$ cat config.mk
export PLATFORM = sky130hd
export DESIGN_NAME = eliec_top
export DESIGN_NICKNAME = d
export VERILOG_FILES = /design/src/rtl/eliec_pkg.sv /design/src/rtl/eliec_link_if.sv /design/src/rtl/eliec_top.sv /design/src/rtl/eliec_edge_detect.sv /design/src/rtl/eliec_irq_status.sv
export SDC_FILE = /design/constraint.sdc
export NUM_CORES = 1
export LEC_CHECK = 0
export ABC_CLOCK_PERIOD_IN_PS = 3000
export BUFFER_PORTS_ARGS = -buffer_cell sky130_fd_sc_hd__buf_2
export CORE_MARGIN = 1.5
export CORE_UTILIZATION = 43
export CTS_CLUSTER_SIZE = 20
export DETAILED_ROUTE_END_ITERATION = 16
export SLEW_MARGIN = 0
export SYNTH_ARGS = -nofsm -noshare
export SYNTH_HDL_FRONTEND = slang
export SYNTH_SLANG_ARGS = --single-unit
$ cat constraint.sdc
create_clock -name clk -period 3 [get_ports clk]
set_clock_uncertainty 0.2 [all_clocks]
set_input_delay 0.45 -clock clk [delete_from_list [all_inputs] [get_ports clk]]
set_output_delay 0.45 -clock clk [all_outputs]
set_load 0.01 [all_outputs]
$ cat src/rtl/eliec_pkg.sv
// package for the external line interrupt and event controller
// assumes a single 25 MHz bus clock and a synchronous active-high reset
`default_nettype none

package eliec_pkg;

   // ----------------------------------------
   // sizes
   // ----------------------------------------
   localparam int unsigned LINES = 24;
   localparam int unsigned GPIO_LINES = 16;
   localparam int unsigned DATA_W = 32;
   localparam int unsigned ADDR_W = 8;
   localparam int unsigned STAT_W = 4;
   localparam int unsigned PRIME_W = 3;

   // ----------------------------------------
   // register byte offsets
   // ----------------------------------------
   localparam logic [ADDR_W-1:0] OFS_IMASK = 8'h00;
   localparam logic [ADDR_W-1:0] OFS_EMASK = 8'h04;
   localparam logic [ADDR_W-1:0] OFS_RISE = 8'h08;
   localparam logic [ADDR_W-1:0] OFS_FALL = 8'h0C;
   localparam logic [ADDR_W-1:0] OFS_SWTRIG = 8'h10;
   localparam logic [ADDR_W-1:0] OFS_PEND = 8'h14;
   localparam logic [ADDR_W-1:0] OFS_STAT = 8'h20;
   localparam logic [ADDR_W-1:0] OFS_SMASK = 8'h24;

   // ----------------------------------------
   // reset values
   // ----------------------------------------
   localparam logic [LINES-1:0] LINE_RST = 24'h00_0000;
   localparam logic [STAT_W-1:0] STAT_RST = 4'h0;
   localparam logic [DATA_W-1:0] RDATA_RST = 32'h0000_0000;
   localparam logic [PRIME_W-1:0] PRIME_RST = 3'h0;

   // ----------------------------------------
   // block status bit positions
   // ----------------------------------------
   localparam int unsigned ST_PEND = 0;
   localparam int unsigned ST_EVT = 1;
   localparam int unsigned ST_UNMAP = 2;
   localparam int unsigned ST_RSVD = 3;

   typedef logic [LINES-1:0] eliec_line_t;

endpackage : eliec_pkg

`default_nettype wire

$ cat src/rtl/eliec_link_if.sv
// carrier between the controller core, the edge detector and the status block
// assumes all three sit on the same clock
`default_nettype none

interface eliec_link_if;
   import eliec_pkg::*;

   eliec_line_t rise;
   eliec_line_t fall;
   eliec_line_t level;
   logic [STAT_W-1:0] evt;
   logic stat_rd;
   logic smask_wr;
   logic [STAT_W-1:0] smask_wdata;
   logic [STAT_W-1:0] status;
   logic [STAT_W-1:0] smask;
   logic irq;

   modport edge_src (output rise, output fall, output level);
   modport core (
      input rise, input fall, input level,
      output evt, output stat_rd, output smask_wr, output smask_wdata,
      input status, input smask, input irq
   );
   modport stat (
      input evt, input stat_rd, input smask_wr, input smask_wdata,
      output status, output smask, output irq
   );

endinterface : eliec_link_if

`default_nettype wire

$ cat src/rtl/eliec_top.sv
// external line interrupt and event controller, 24 lines, register bank on a plain port
// assumes a 25 MHz clk, synchronous srst, and a master that never overlaps strobes
//
// Functional notes
// - per-line interrupt request passes only while its interrupt mask bit is one
// - per-line event request passes only while its event mask bit is one
// - rise enable set: rising edge triggers both interrupt and event paths
// - fall enable set: falling edge triggers both interrupt and event paths
// - writing one to a clear soft trigger bit sets it and the pending flag
// - soft trigger requests still pass through the interrupt and event masks
// - clearing a pending flag by writing one also clears its soft trigger
// - enabled edge sets the pending flag only while its interrupt mask bit is one; zero means nothing since last clear
// - writing one clears a pending flag, writing zero leaves it alone
// - changing a line's edge polarity configuration clears its pending flag
// - an event is a single pulse and does not itself set pending
// - lines 0-15 from pins; 16-23 from monitor, rtc, timer, comparators
//
// Our own choice: the plain strobed port.
`default_nettype none

module eliec_top
   import eliec_pkg::*;
(
   input wire logic clk,
   input wire logic srst,
   input wire logic [ADDR_W-1:0] reg_addr,
   input wire logic [DATA_W-1:0] reg_wdata,
   input wire logic reg_wr,
   input wire logic reg_rd,
   output logic [DATA_W-1:0] reg_rdata,
   input wire logic [GPIO_LINES-1:0] gpio_line_in,
   input wire logic voltage_monitor_output,
   input wire logic rtc_alarm_in,
   input wire logic rtc_stamp_in,
   input wire logic rtc_wake_in,
   input wire logic lptim_wake_in,
   input wire logic [2:0] comp_out_in,
   output logic [LINES-1:0] line_irq,
   output logic [LINES-1:0] line_event,
   output logic irq
);

   // ----------------------------------------
   // line sources
   // ----------------------------------------
   wire [LINES-1:0] line_raw = {
      comp_out_in,
      lptim_wake_in,
      rtc_wake_in,
      rtc_stamp_in,
      rtc_alarm_in,
      voltage_monitor_output,
      gpio_line_in
   };

   eliec_link_if lk ();

   eliec_edge_detect u_edge (
      .clk (clk),
      .srst (srst),
      .line_raw (line_raw),
      .lk (lk.edge_src)
   );

   eliec_irq_status u_stat (
      .clk (clk),
      .srst (srst),
      .lk (lk.stat)
   );

   // ----------------------------------------
   // register state
   // ----------------------------------------
   eliec_line_t imask_q;
   eliec_line_t emask_q;
   eliec_line_t rise_en_q;
   eliec_line_t fall_en_q;
   eliec_line_t swtrig_q;
   eliec_line_t pend_q;
   eliec_line_t line_irq_q;
   eliec_line_t line_event_q;
   logic [DATA_W-1:0] rdata_q;

   eliec_line_t imask_d;
   eliec_line_t emask_d;
   eliec_line_t rise_en_d;
   eliec_line_t fall_en_d;
   eliec_line_t swtrig_d;
   eliec_line_t pend_d;
   eliec_line_t line_irq_d;
   eliec_line_t line_event_d;
   logic [DATA_W-1:0] rdata_d;

   // ----------------------------------------
   // address decode
   // ----------------------------------------
   wire sel_imask = reg_addr == OFS_IMASK;
   wire sel_emask = reg_addr == OFS_EMASK;
   wire sel_rise = reg_addr == OFS_RISE;
   wire sel_fall = reg_addr == OFS_FALL;
   wire sel_swtrig = reg_addr == OFS_SWTRIG;
   wire sel_pend = reg_addr == OFS_PEND;
   wire sel_stat = reg_addr == OFS_STAT;
   wire sel_smask = reg_addr == OFS_SMASK;

   wire sel_mapped = sel_imask | sel_emask | sel_rise | sel_fall
      | sel_swtrig | sel_pend | sel_stat | sel_smask;

   wire wr_imask = reg_wr & sel_imask;
   wire wr_emask = reg_wr & sel_emask;
   wire wr_rise = reg_wr & sel_rise;
   wire wr_fall = reg_wr & sel_fall;
   wire wr_swtrig = reg_wr & sel_swtrig;
   wire wr_pend = reg_wr & sel_pend;
   wire wr_smask = reg_wr & sel_smask;
   wire rd_hit_stat = reg_rd & sel_stat;

   wire [LINES-1:0] wline = reg_wdata[LINES-1:0];

   // unmapped accesses write nothing and read zero; they are flagged for software
   wire unmapped_hit = (reg_wr | reg_rd) & ~sel_mapped;

   // upper bits are ignored; a nonzero write there only raises a status flag
   wire rsvd_hit = reg_wr & sel_mapped & (|reg_wdata[DATA_W-1:LINES]);

   // ----------------------------------------
   // per-line request terms
   // ----------------------------------------
   wire [LINES-1:0] rise_trig = lk.rise & rise_en_q;
   wire [LINES-1:0] fall_trig = lk.fall & fall_en_q;
   wire [LINES-1:0] edge_trig = rise_trig | fall_trig;

   // only a 0-to-1 request of a clear bit counts as a new soft trigger
   wire [LINES-1:0] sw_new = wr_swtrig ? (wline & ~swtrig_q) : LINE_RST;

   wire [LINES-1:0] pend_w1c = wr_pend ? wline : LINE_RST;

   wire [LINES-1:0] rise_chg = wr_rise ? (wline ^ rise_en_q) : LINE_RST;
   wire [LINES-1:0] fall_chg = wr_fall ? (wline ^ fall_en_q) : LINE_RST;
   wire [LINES-1:0] polar_chg = rise_chg | fall_chg;

   // on event-only lines (interrupt mask closed) an edge gives a pulse but no pending flag
   wire [LINES-1:0] edge_pend = edge_trig & imask_q;
   wire [LINES-1:0] pend_set = edge_pend | sw_new;
   wire [LINES-1:0] pend_clr = pend_w1c | polar_chg;

   wire [LINES-1:0] evt_req = (edge_trig | sw_new) & emask_q;

   // ----------------------------------------
   // next-state, one slice per line
   // ----------------------------------------
   for (genvar i = 0; i < LINES; i++) begin : g_line
      // a new request in the clearing cycle is kept
      assign pend_d[i] = (pend_q[i] & ~pend_clr[i]) | pend_set[i];
      assign swtrig_d[i] = (swtrig_q[i] & ~pend_w1c[i]) | sw_new[i];
      assign imask_d[i] = wr_imask ? wline[i] : imask_q[i];
      assign emask_d[i] = wr_emask ? wline[i] : emask_q[i];
      assign rise_en_d[i] = wr_rise ? wline[i] : rise_en_q[i];
      assign fall_en_d[i] = wr_fall ? wline[i] : fall_en_q[i];
      assign line_irq_d[i] = pend_q[i] & imask_q[i];
      assign line_event_d[i] = evt_req[i];
   end

   // ----------------------------------------
   // read mux
   // ----------------------------------------
   wire [DATA_W-1:0] rd_imask = {{(DATA_W-LINES){1'b0}}, imask_q};
   wire [DATA_W-1:0] rd_emask = {{(DATA_W-LINES){1'b0}}, emask_q};
   wire [DATA_W-1:0] rd_rise = {{(DATA_W-LINES){1'b0}}, rise_en_q};
   wire [DATA_W-1:0] rd_fall = {{(DATA_W-LINES){1'b0}}, fall_en_q};
   wire [DATA_W-1:0] rd_swtrig = {{(DATA_W-LINES){1'b0}}, swtrig_q};
   wire [DATA_W-1:0] rd_pend = {{(DATA_W-LINES){1'b0}}, pend_q};
   wire [DATA_W-1:0] rd_stat = {{(DATA_W-STAT_W){1'b0}}, lk.status};
   wire [DATA_W-1:0] rd_smask = {{(DATA_W-STAT_W){1'b0}}, lk.smask};

   wire [DATA_W-1:0] rd_mux =
      sel_imask ? rd_imask :
      sel_emask ? rd_emask :
      sel_rise ? rd_rise :
      sel_fall ? rd_fall :
      sel_swtrig ? rd_swtrig :
      sel_pend ? rd_pend :
      sel_stat ? rd_stat :
      sel_smask ? rd_smask :
      RDATA_RST;

   // data stand only in the cycle after the strobe, zero otherwise
   assign rdata_d = reg_rd ? rd_mux : RDATA_RST;

   // ----------------------------------------
   // block status events
   // ----------------------------------------
   assign lk.evt[ST_PEND] = |pend_set;
   assign lk.evt[ST_EVT] = |evt_req;
   assign lk.evt[ST_UNMAP] = unmapped_hit;
   assign lk.evt[ST_RSVD] = rsvd_hit;
   assign lk.stat_rd = rd_hit_stat;
   assign lk.smask_wr = wr_smask;
   assign lk.smask_wdata = reg_wdata[STAT_W-1:0];

   // ----------------------------------------
   // configuration registers
   // ----------------------------------------
   always_ff @(posedge clk) begin
      if (srst) begin
         imask_q <= LINE_RST;
         emask_q <= LINE_RST;
         rise_en_q <= LINE_RST;
         fall_en_q <= LINE_RST;
      end else begin
         imask_q <= imask_d;
         emask_q <= emask_d;
         rise_en_q <= rise_en_d;
         fall_en_q <= fall_en_d;
      end
   end

   // ----------------------------------------
   // request state
   // ----------------------------------------
   always_ff @(posedge clk) begin
      if (srst) begin
         swtrig_q <= LINE_RST;
         pend_q <= LINE_RST;
      end else begin
         swtrig_q <= swtrig_d;
         pend_q <= pend_d;
      end
   end

   // ----------------------------------------
   // output registers
   // ----------------------------------------
   // line_event and read data lag their cause by one clock, line_irq its request by two; costs latency, keeps ports glitch free
   always_ff @(posedge clk) begin
      if (srst) begin
         line_irq_q <= LINE_RST;
         line_event_q <= LINE_RST;
         rdata_q <= RDATA_RST;
      end else begin
         line_irq_q <= line_irq_d;
         line_event_q <= line_event_d;
         rdata_q <= rdata_d;
      end
   end

   assign line_irq = line_irq_q;
   assign line_event = line_event_q;
   assign reg_rdata = rdata_q;
   assign irq = lk.irq;

endmodule : eliec_top

`default_nettype wire

$ cat src/rtl/eliec_edge_detect.sv
// synchroniser and edge detector for all 24 line inputs
// assumes line inputs are asynchronous to clk
`default_nettype none

module eliec_edge_detect
   import eliec_pkg::*;
(
   input wire logic clk,
   input wire logic srst,
   input wire logic [LINES-1:0] line_raw,
   eliec_link_if.edge_src lk
);

   // ----------------------------------------
   // two-stage sync and history
   // ----------------------------------------
   eliec_line_t meta_q;
   eliec_line_t sync_q;
   eliec_line_t prev_q;
   logic [PRIME_W-1:0] prime_q;

   always_ff @(posedge clk) begin
      if (srst) begin
         meta_q <= LINE_RST;
         sync_q <= LINE_RST;
         prev_q <= LINE_RST;
         prime_q <= PRIME_RST;
      end else begin
         meta_q <= line_raw;
         sync_q <= meta_q;
         prev_q <= sync_q;
         prime_q <= {prime_q[PRIME_W-2:0], 1'b1};
      end
   end

   // ----------------------------------------
   // edges
   // ----------------------------------------
   // no edges until history holds real samples, so a line high at reset is not a rise
   wire hist_ok = prime_q[PRIME_W-1];

   assign lk.level = sync_q;

   for (genvar i = 0; i < LINES; i++) begin : g_edge
      assign lk.rise[i] = hist_ok & sync_q[i] & ~prev_q[i];
      assign lk.fall[i] = hist_ok & ~sync_q[i] & prev_q[i];
   end

endmodule : eliec_edge_detect

`default_nettype wire

$ cat src/rtl/eliec_irq_status.sv
// sticky block status, its mask and the single level interrupt
// assumes event strobes and read strobe come from logic on clk
`default_nettype none

module eliec_irq_status
   import eliec_pkg::*;
(
   input wire logic clk,
   input wire logic srst,
   eliec_link_if.stat lk
);

   logic [STAT_W-1:0] status_q;
   logic [STAT_W-1:0] smask_q;
   logic irq_q;

   // ----------------------------------------
   // next state
   // ----------------------------------------
   // set wins over the clear-on-read, so an event in the read cycle survives
   wire [STAT_W-1:0] status_d = (status_q & ~{STAT_W{lk.stat_rd}}) | lk.evt;
   wire [STAT_W-1:0] smask_d = lk.smask_wr ? lk.smask_wdata : smask_q;

   always_ff @(posedge clk) begin
      if (srst) begin
         status_q <= STAT_RST;
         smask_q <= STAT_RST;
         irq_q <= 1'b0;
      end else begin
         status_q <= status_d;
         smask_q <= smask_d;
         irq_q <= |(status_q & smask_q);
      end
   end

   assign lk.status = status_q;
   assign lk.smask = smask_q;
   assign lk.irq = irq_q;

endmodule : eliec_irq_status

`default_nettype wire

# --- Yosys cells after proc, flatten, opt, wreduce, memory -nomap -nowiden ---
# Index checks and enable logic that the tools add are counted.
totals:
  regBits: 308
  input_bits: 68
  output_inout_bits: 81
  elab_cells: 395
classes:
  eq_ne: 7
  mux: 13
  bitwise_logic: 350
  n_reduce_logical: 7
op_table:
  columns: ["op", "count"]
  rows:
  - ["$mux W24", 10]
  - ["$and A1 B1 Y1", 179]
  - ["$and A24 B24 Y24", 5]
  - ["$or A24 B24 Y24", 5]
  - ["$not A1 Y1", 98]
  - ["$or A1 B1 Y1", 56]
  - ["$reduce_or A24 Y1", 2]
  - ["$xor A24 B24 Y24", 2]
  - ["$not A24 Y24", 1]
  - ["$eq A8 B4 Y1 const B", 2]
  - ["$eq A8 B5 Y1 const B", 2]
  - ["$eq A8 B6 Y1 const B", 2]
  - ["$reduce_or A9 Y1", 1]
  - ["$and A4 B4 Y4", 2]
  - ["$eq A8 B3 Y1 const B", 1]
  - ["$logic_not A8 Y1", 1]
  - ["$mux W4", 2]
  - ["$reduce_or A8 Y1", 1]
  - ["$not A4 Y4", 1]
  - ["$or A4 B4 Y4", 1]
  - ["$reduce_or A4 Y1", 1]
  - ["$reduce_or A2 Y1", 1]
  - ["$mux W1", 1]

# --- Logic depth before layout (Yosys ltp) ---
depth:
  ltp_word: 11
  depth_mapped: 10
  depth_no_buf: 6

# --- Cells and area by module ---
# From an unflattened synthesis, not the netlist that was laid out.
unflattened:
  cells_unflattened: 1495
  hier_area_um2: 12723.5
modules_own_cells:
  columns: ["module", "instances", "cells_each", "area_each_um2", "seq_area_each_um2"]
  rows:
  - ["eliec_top", 1, 1250, 9868.2, 4324.1]
  - ["eliec_edge_detect", 1, 211, 2523.7, 1501.4]
  - ["eliec_irq_status", 1, 34, 331.6, 180.2]

# --- Least setup slack after synthesis ---
# OpenSTA, ideal clock, no wires.
synth_path:
  path_type: "input to register"
  startpoint: "input reg_addr[1]"
  endpoint: "register rdata_q[9] (netlist: reg_rdata[9])"
  setup_time_ns: 0.132
  arrival_ns: 2.265
  t_required_ns: 2.668
  path_slack_ns: 0.403
  cell_stages: 10
  path_buffers: 4
  cell_sequence: "or4_1 buf_2 buf_6 or4_4 buf_6 buf_6 o22ai_1 nand2_1 o21ai_0 nor3_1"
synth_between:
  elab_chain_cells: 7
  elab_cells_between_ends: 12
  classes_between: "eq/ne: 5; mux: 6; reduce/logical: 1"
synth_lines:
  columns: ["item", "line", "rtl"]
  rows:
  - ["start, declared", "eliec_top.sv:26", "input wire logic [ADDR_W-1:0] reg_addr,"]
  - ["$eq A8 B5 Y1", "eliec_top.sv:102", "wire sel_pend = reg_addr == OFS_PEND;"]
  - ["$mux W24", "eliec_top.sv:182", "sel_pend ? rd_pend :"]
  - ["$mux W24", "eliec_top.sv:181", "sel_swtrig ? rd_swtrig :"]
  - ["$mux W24", "eliec_top.sv:180", "sel_fall ? rd_fall :"]
  - ["$mux W24", "eliec_top.sv:179", "sel_rise ? rd_rise :"]
  - ["$mux W24", "eliec_top.sv:178", "sel_emask ? rd_emask :"]
  - ["$mux W24 *", "eliec_top.sv:177", "sel_imask ? rd_imask :"]
  - ["end signal, assigned", "eliec_top.sv:243", "rdata_q <= rdata_d;"]
  - ["end, declared", "eliec_top.sv:82", "logic [DATA_W-1:0] rdata_q;"]
# Every way passes the cells marked *; elsewhere a longest branch is shown, timed or not.
# A chain may end at the register's enable or synchronous reset.

# --- Worst setup path after layout ---
layout_path:
  startpoint: "input reg_addr[1]"
  endpoint: "register rdata_q[6] (netlist: reg_rdata[6])"
# Same word-level chain as after synthesis.

==> flow_summary.ini <==
[cells_and_area]
design_area_sq_um = 15590
fin_util = 0.5418
drive_gt1_frac = 0.1880
finalNetCount = 1741
area_delta_synth_final_pct = 23.90

[synthesis]
synth_cells = 1493
syn_avg_cell_area_sq_um = 8.429
synth_top_cell_area_share = 0.4772
synthMostInstantiatedCell = nand2_1
yosys.area.top_type = dfxtp_1
synth_common_cells = nand2_1 (340), dfxtp_1 (300), a21oi_1 (143)
seq_area_frac_synth = 0.4772
synth_edf_count = 0
synth_area_sq_um = 12580
netlist_top_cells_area = dfxtp_1 (48%), nand2_1 (10%), a21oi_1 (5.7%), nor2b_1 (4.7%), mux2i_1 (3.8%)
yosys_warnings = 0
synth-seq-cells = 300
synth-main-ff-cell = dfxtp_1
synth_cell_types = 56
synthArstFlopShare = 0

[floorplan]
coreArea_sq_um = 28780
dieArea_sq_um = 30300
fp-row-count = 62
dieWidth_microns = 174.1
start_util = 0.4373
die_h_microns = 174.1
io_pins = 149

[pwr]
power_density_nw_per_um2 = 577.1
ir_drop_mv = 0.4013
p_leak_nw = 6.191

[critical_path]
cp.arrival_ns = 2.94
cp_max_fo = 29
path_class = in -> reg
worstPathRequired_ns = 3.13
worstSetupStartpointType = primary input
critPathCaptureType = flip-flop

[global_routing]
overflow = 0
grt_pass1_wl_mm = 62.51
grt_pass1_vias = 10880
grt_start_max_net_pins = 83
grt_use_total = 0.2644
antenna_found_initial = 2

[flow_run]
max_cap_violations = 0

[place]
placed_cell_area_sq_um = 14100
finalWeightedCongestion = 0.9084
io_buffers = 140
dpl.hpwl_mm = 26.56

[clock_tree]
clock_latency_ns = 0.51
clk_pin_slew_worst_paths_ns = 0.06
cts_buffers = 34
cts_sinks = 300
htreeDepth = 2
cts_buffer_depth = 3
clock-root-buffer = clkbuf_16
cts_tree = built

[timing]
max_freq_mhz = 355.1
finalSetupViolCount = 0
layout_min_cycle_time_ns = 2.816
hold_violations = 0
period_share = 0.9388
tightest_slew_ns = 0.8198
setup_tns_ns = 0
slew_violations = 0
relSlewSlack = 0.4527
rsz0062_at_grt = no

[drt]
viasPerCell = 5.547
first_pass_iters = 8
routed_wl_mm = 40.37
ant_nets = 0
drt_iter0_drc = 1422
drc = 0
wire_per_inst_microns = 19.37
num_vias = 11560

[outcome]
status = completed

[worst_hold_path]
hp-class = in -> reg
[metrics by stage]
step | power [mW] | setup slack (ns) | instances | hold slack, ns
finish | 8.998 | 0.1837 | 2084 | 0.05032
global route | 9.259 | 0.09051 | 2082 | 0.05391
CTS | 9.042 | 0.1364 | 2081 | 0.03354
detailed placement | 4.513 | -0.2096 | 1997 | 0.2204
global placement | 4.510 | -0.2463 | 1997 | 0.2161
floorplan | 4.367 | 0.4025 | 1500 | 0.2138
[report_power, final]
part	internal (mW)	switching (mW)	total, mW
sequential	4.03	0.0265	4.06
combinational	0.152	0.246	0.398
clock	2.86	1.69	4.54
total	7.04	1.96	9.00
[what timing repair did]
action                     4_1_cts  5_1_grt
hold buffers                    24        0
hold endpoints to repair        24        0
gates resized for setup          0        4
setup endpoints to repair        0        2
setup buffers                    0        0
[final timing paths]
check / cells after the start / slack, ns / from / endpoint
setup reg to reg: 7 / 0.19 / u_edge.prime_q[2] / u_stat.lk.status[0]
setup / recovery: 10 / 0.18 / reg_addr[1] / reg_rdata[6]
hold / removal: 3 / 0.05 / reg_wdata[12] / rise_en_q[12]
hold reg to reg: 1 / 0.23 / u_edge.prime_q[1] / u_edge.prime_q[2]
[flip-flops by register name, indices dropped and copies added (netlist names), 3 cells and up]
register	count
emask_q	24
fall_en_q	24
imask_q	24
line_event	24
line_irq	24
pend_q	24
reg_rdata	24
rise_en_q	24
swtrig_q	24
u_edge.lk.level	24
u_edge.meta_q	24
u_edge.prev_q	24
u_edge.prime_q	3
u_stat.lk.smask	4
u_stat.lk.status	4
[kinds of logic after synthesis]
group,after synthesis,synth area share
buf+inv,132,0.04991
mux,53,0.04265
flops,300,0.4772
simple gates,681,0.2687
xor+xnor,19,0.01322
other cells,1,0.0002980
compound gates,307,0.1479
[layout by cell type (no fill, tap or decap), types with 21 or more instances in the layout]
cell / count
nor2_1: 74
o21ai_0: 30
nor3_1: 30
a22oi_1: 33
a211oi_1: 21
buf_4: 86
nor2b_1: 94
a31oi_1: 23
clkbuf_16: 35
a21oi_1: 143
buf_2: 138
nand2_1: 340
dfxtp_1: 300
dlygate4sd3_1: 24
mux2i_1: 48
nand4b_1: 40
and3_1: 29
[final cells by class]
| cell class | count | area (sq um) |
|---|---|---|
| Antenna cell | 3 | 7.507 |
| Clock buffer | 41 | 948.4 |
| Clock inverter | 19 | 280.3 |
| Fill cell | 2699 | 13190 |
| Multi-Input combinational cell | 1068 | 6010 |
| Timing Repair Buffer | 261 | 1831 |
| Inverter | 8 | 30.03 |
| Sequential cell | 300 | 6006 |
| Tap cell | 384 | 480.5 |
[worst max-delay path: stages]
cell and delay (ns):
buf_2 0.09, or4_1 0.52, buf_4 0.21, buf_4 0.18, nor3_4 0.28, buf_12 0.25, a21oi_1 0.06, mux2i_1 0.17
a211oi_1 0.07, a2111oi_1 0.65
[layer usage]
metal	global-route usage	wire [microns]
met1	0.3696	18070
met4	0.08154	1086
met2	0.4140	17870
met5	0	0
met3	0.04812	3353
(Power assumes the default switching activity.)
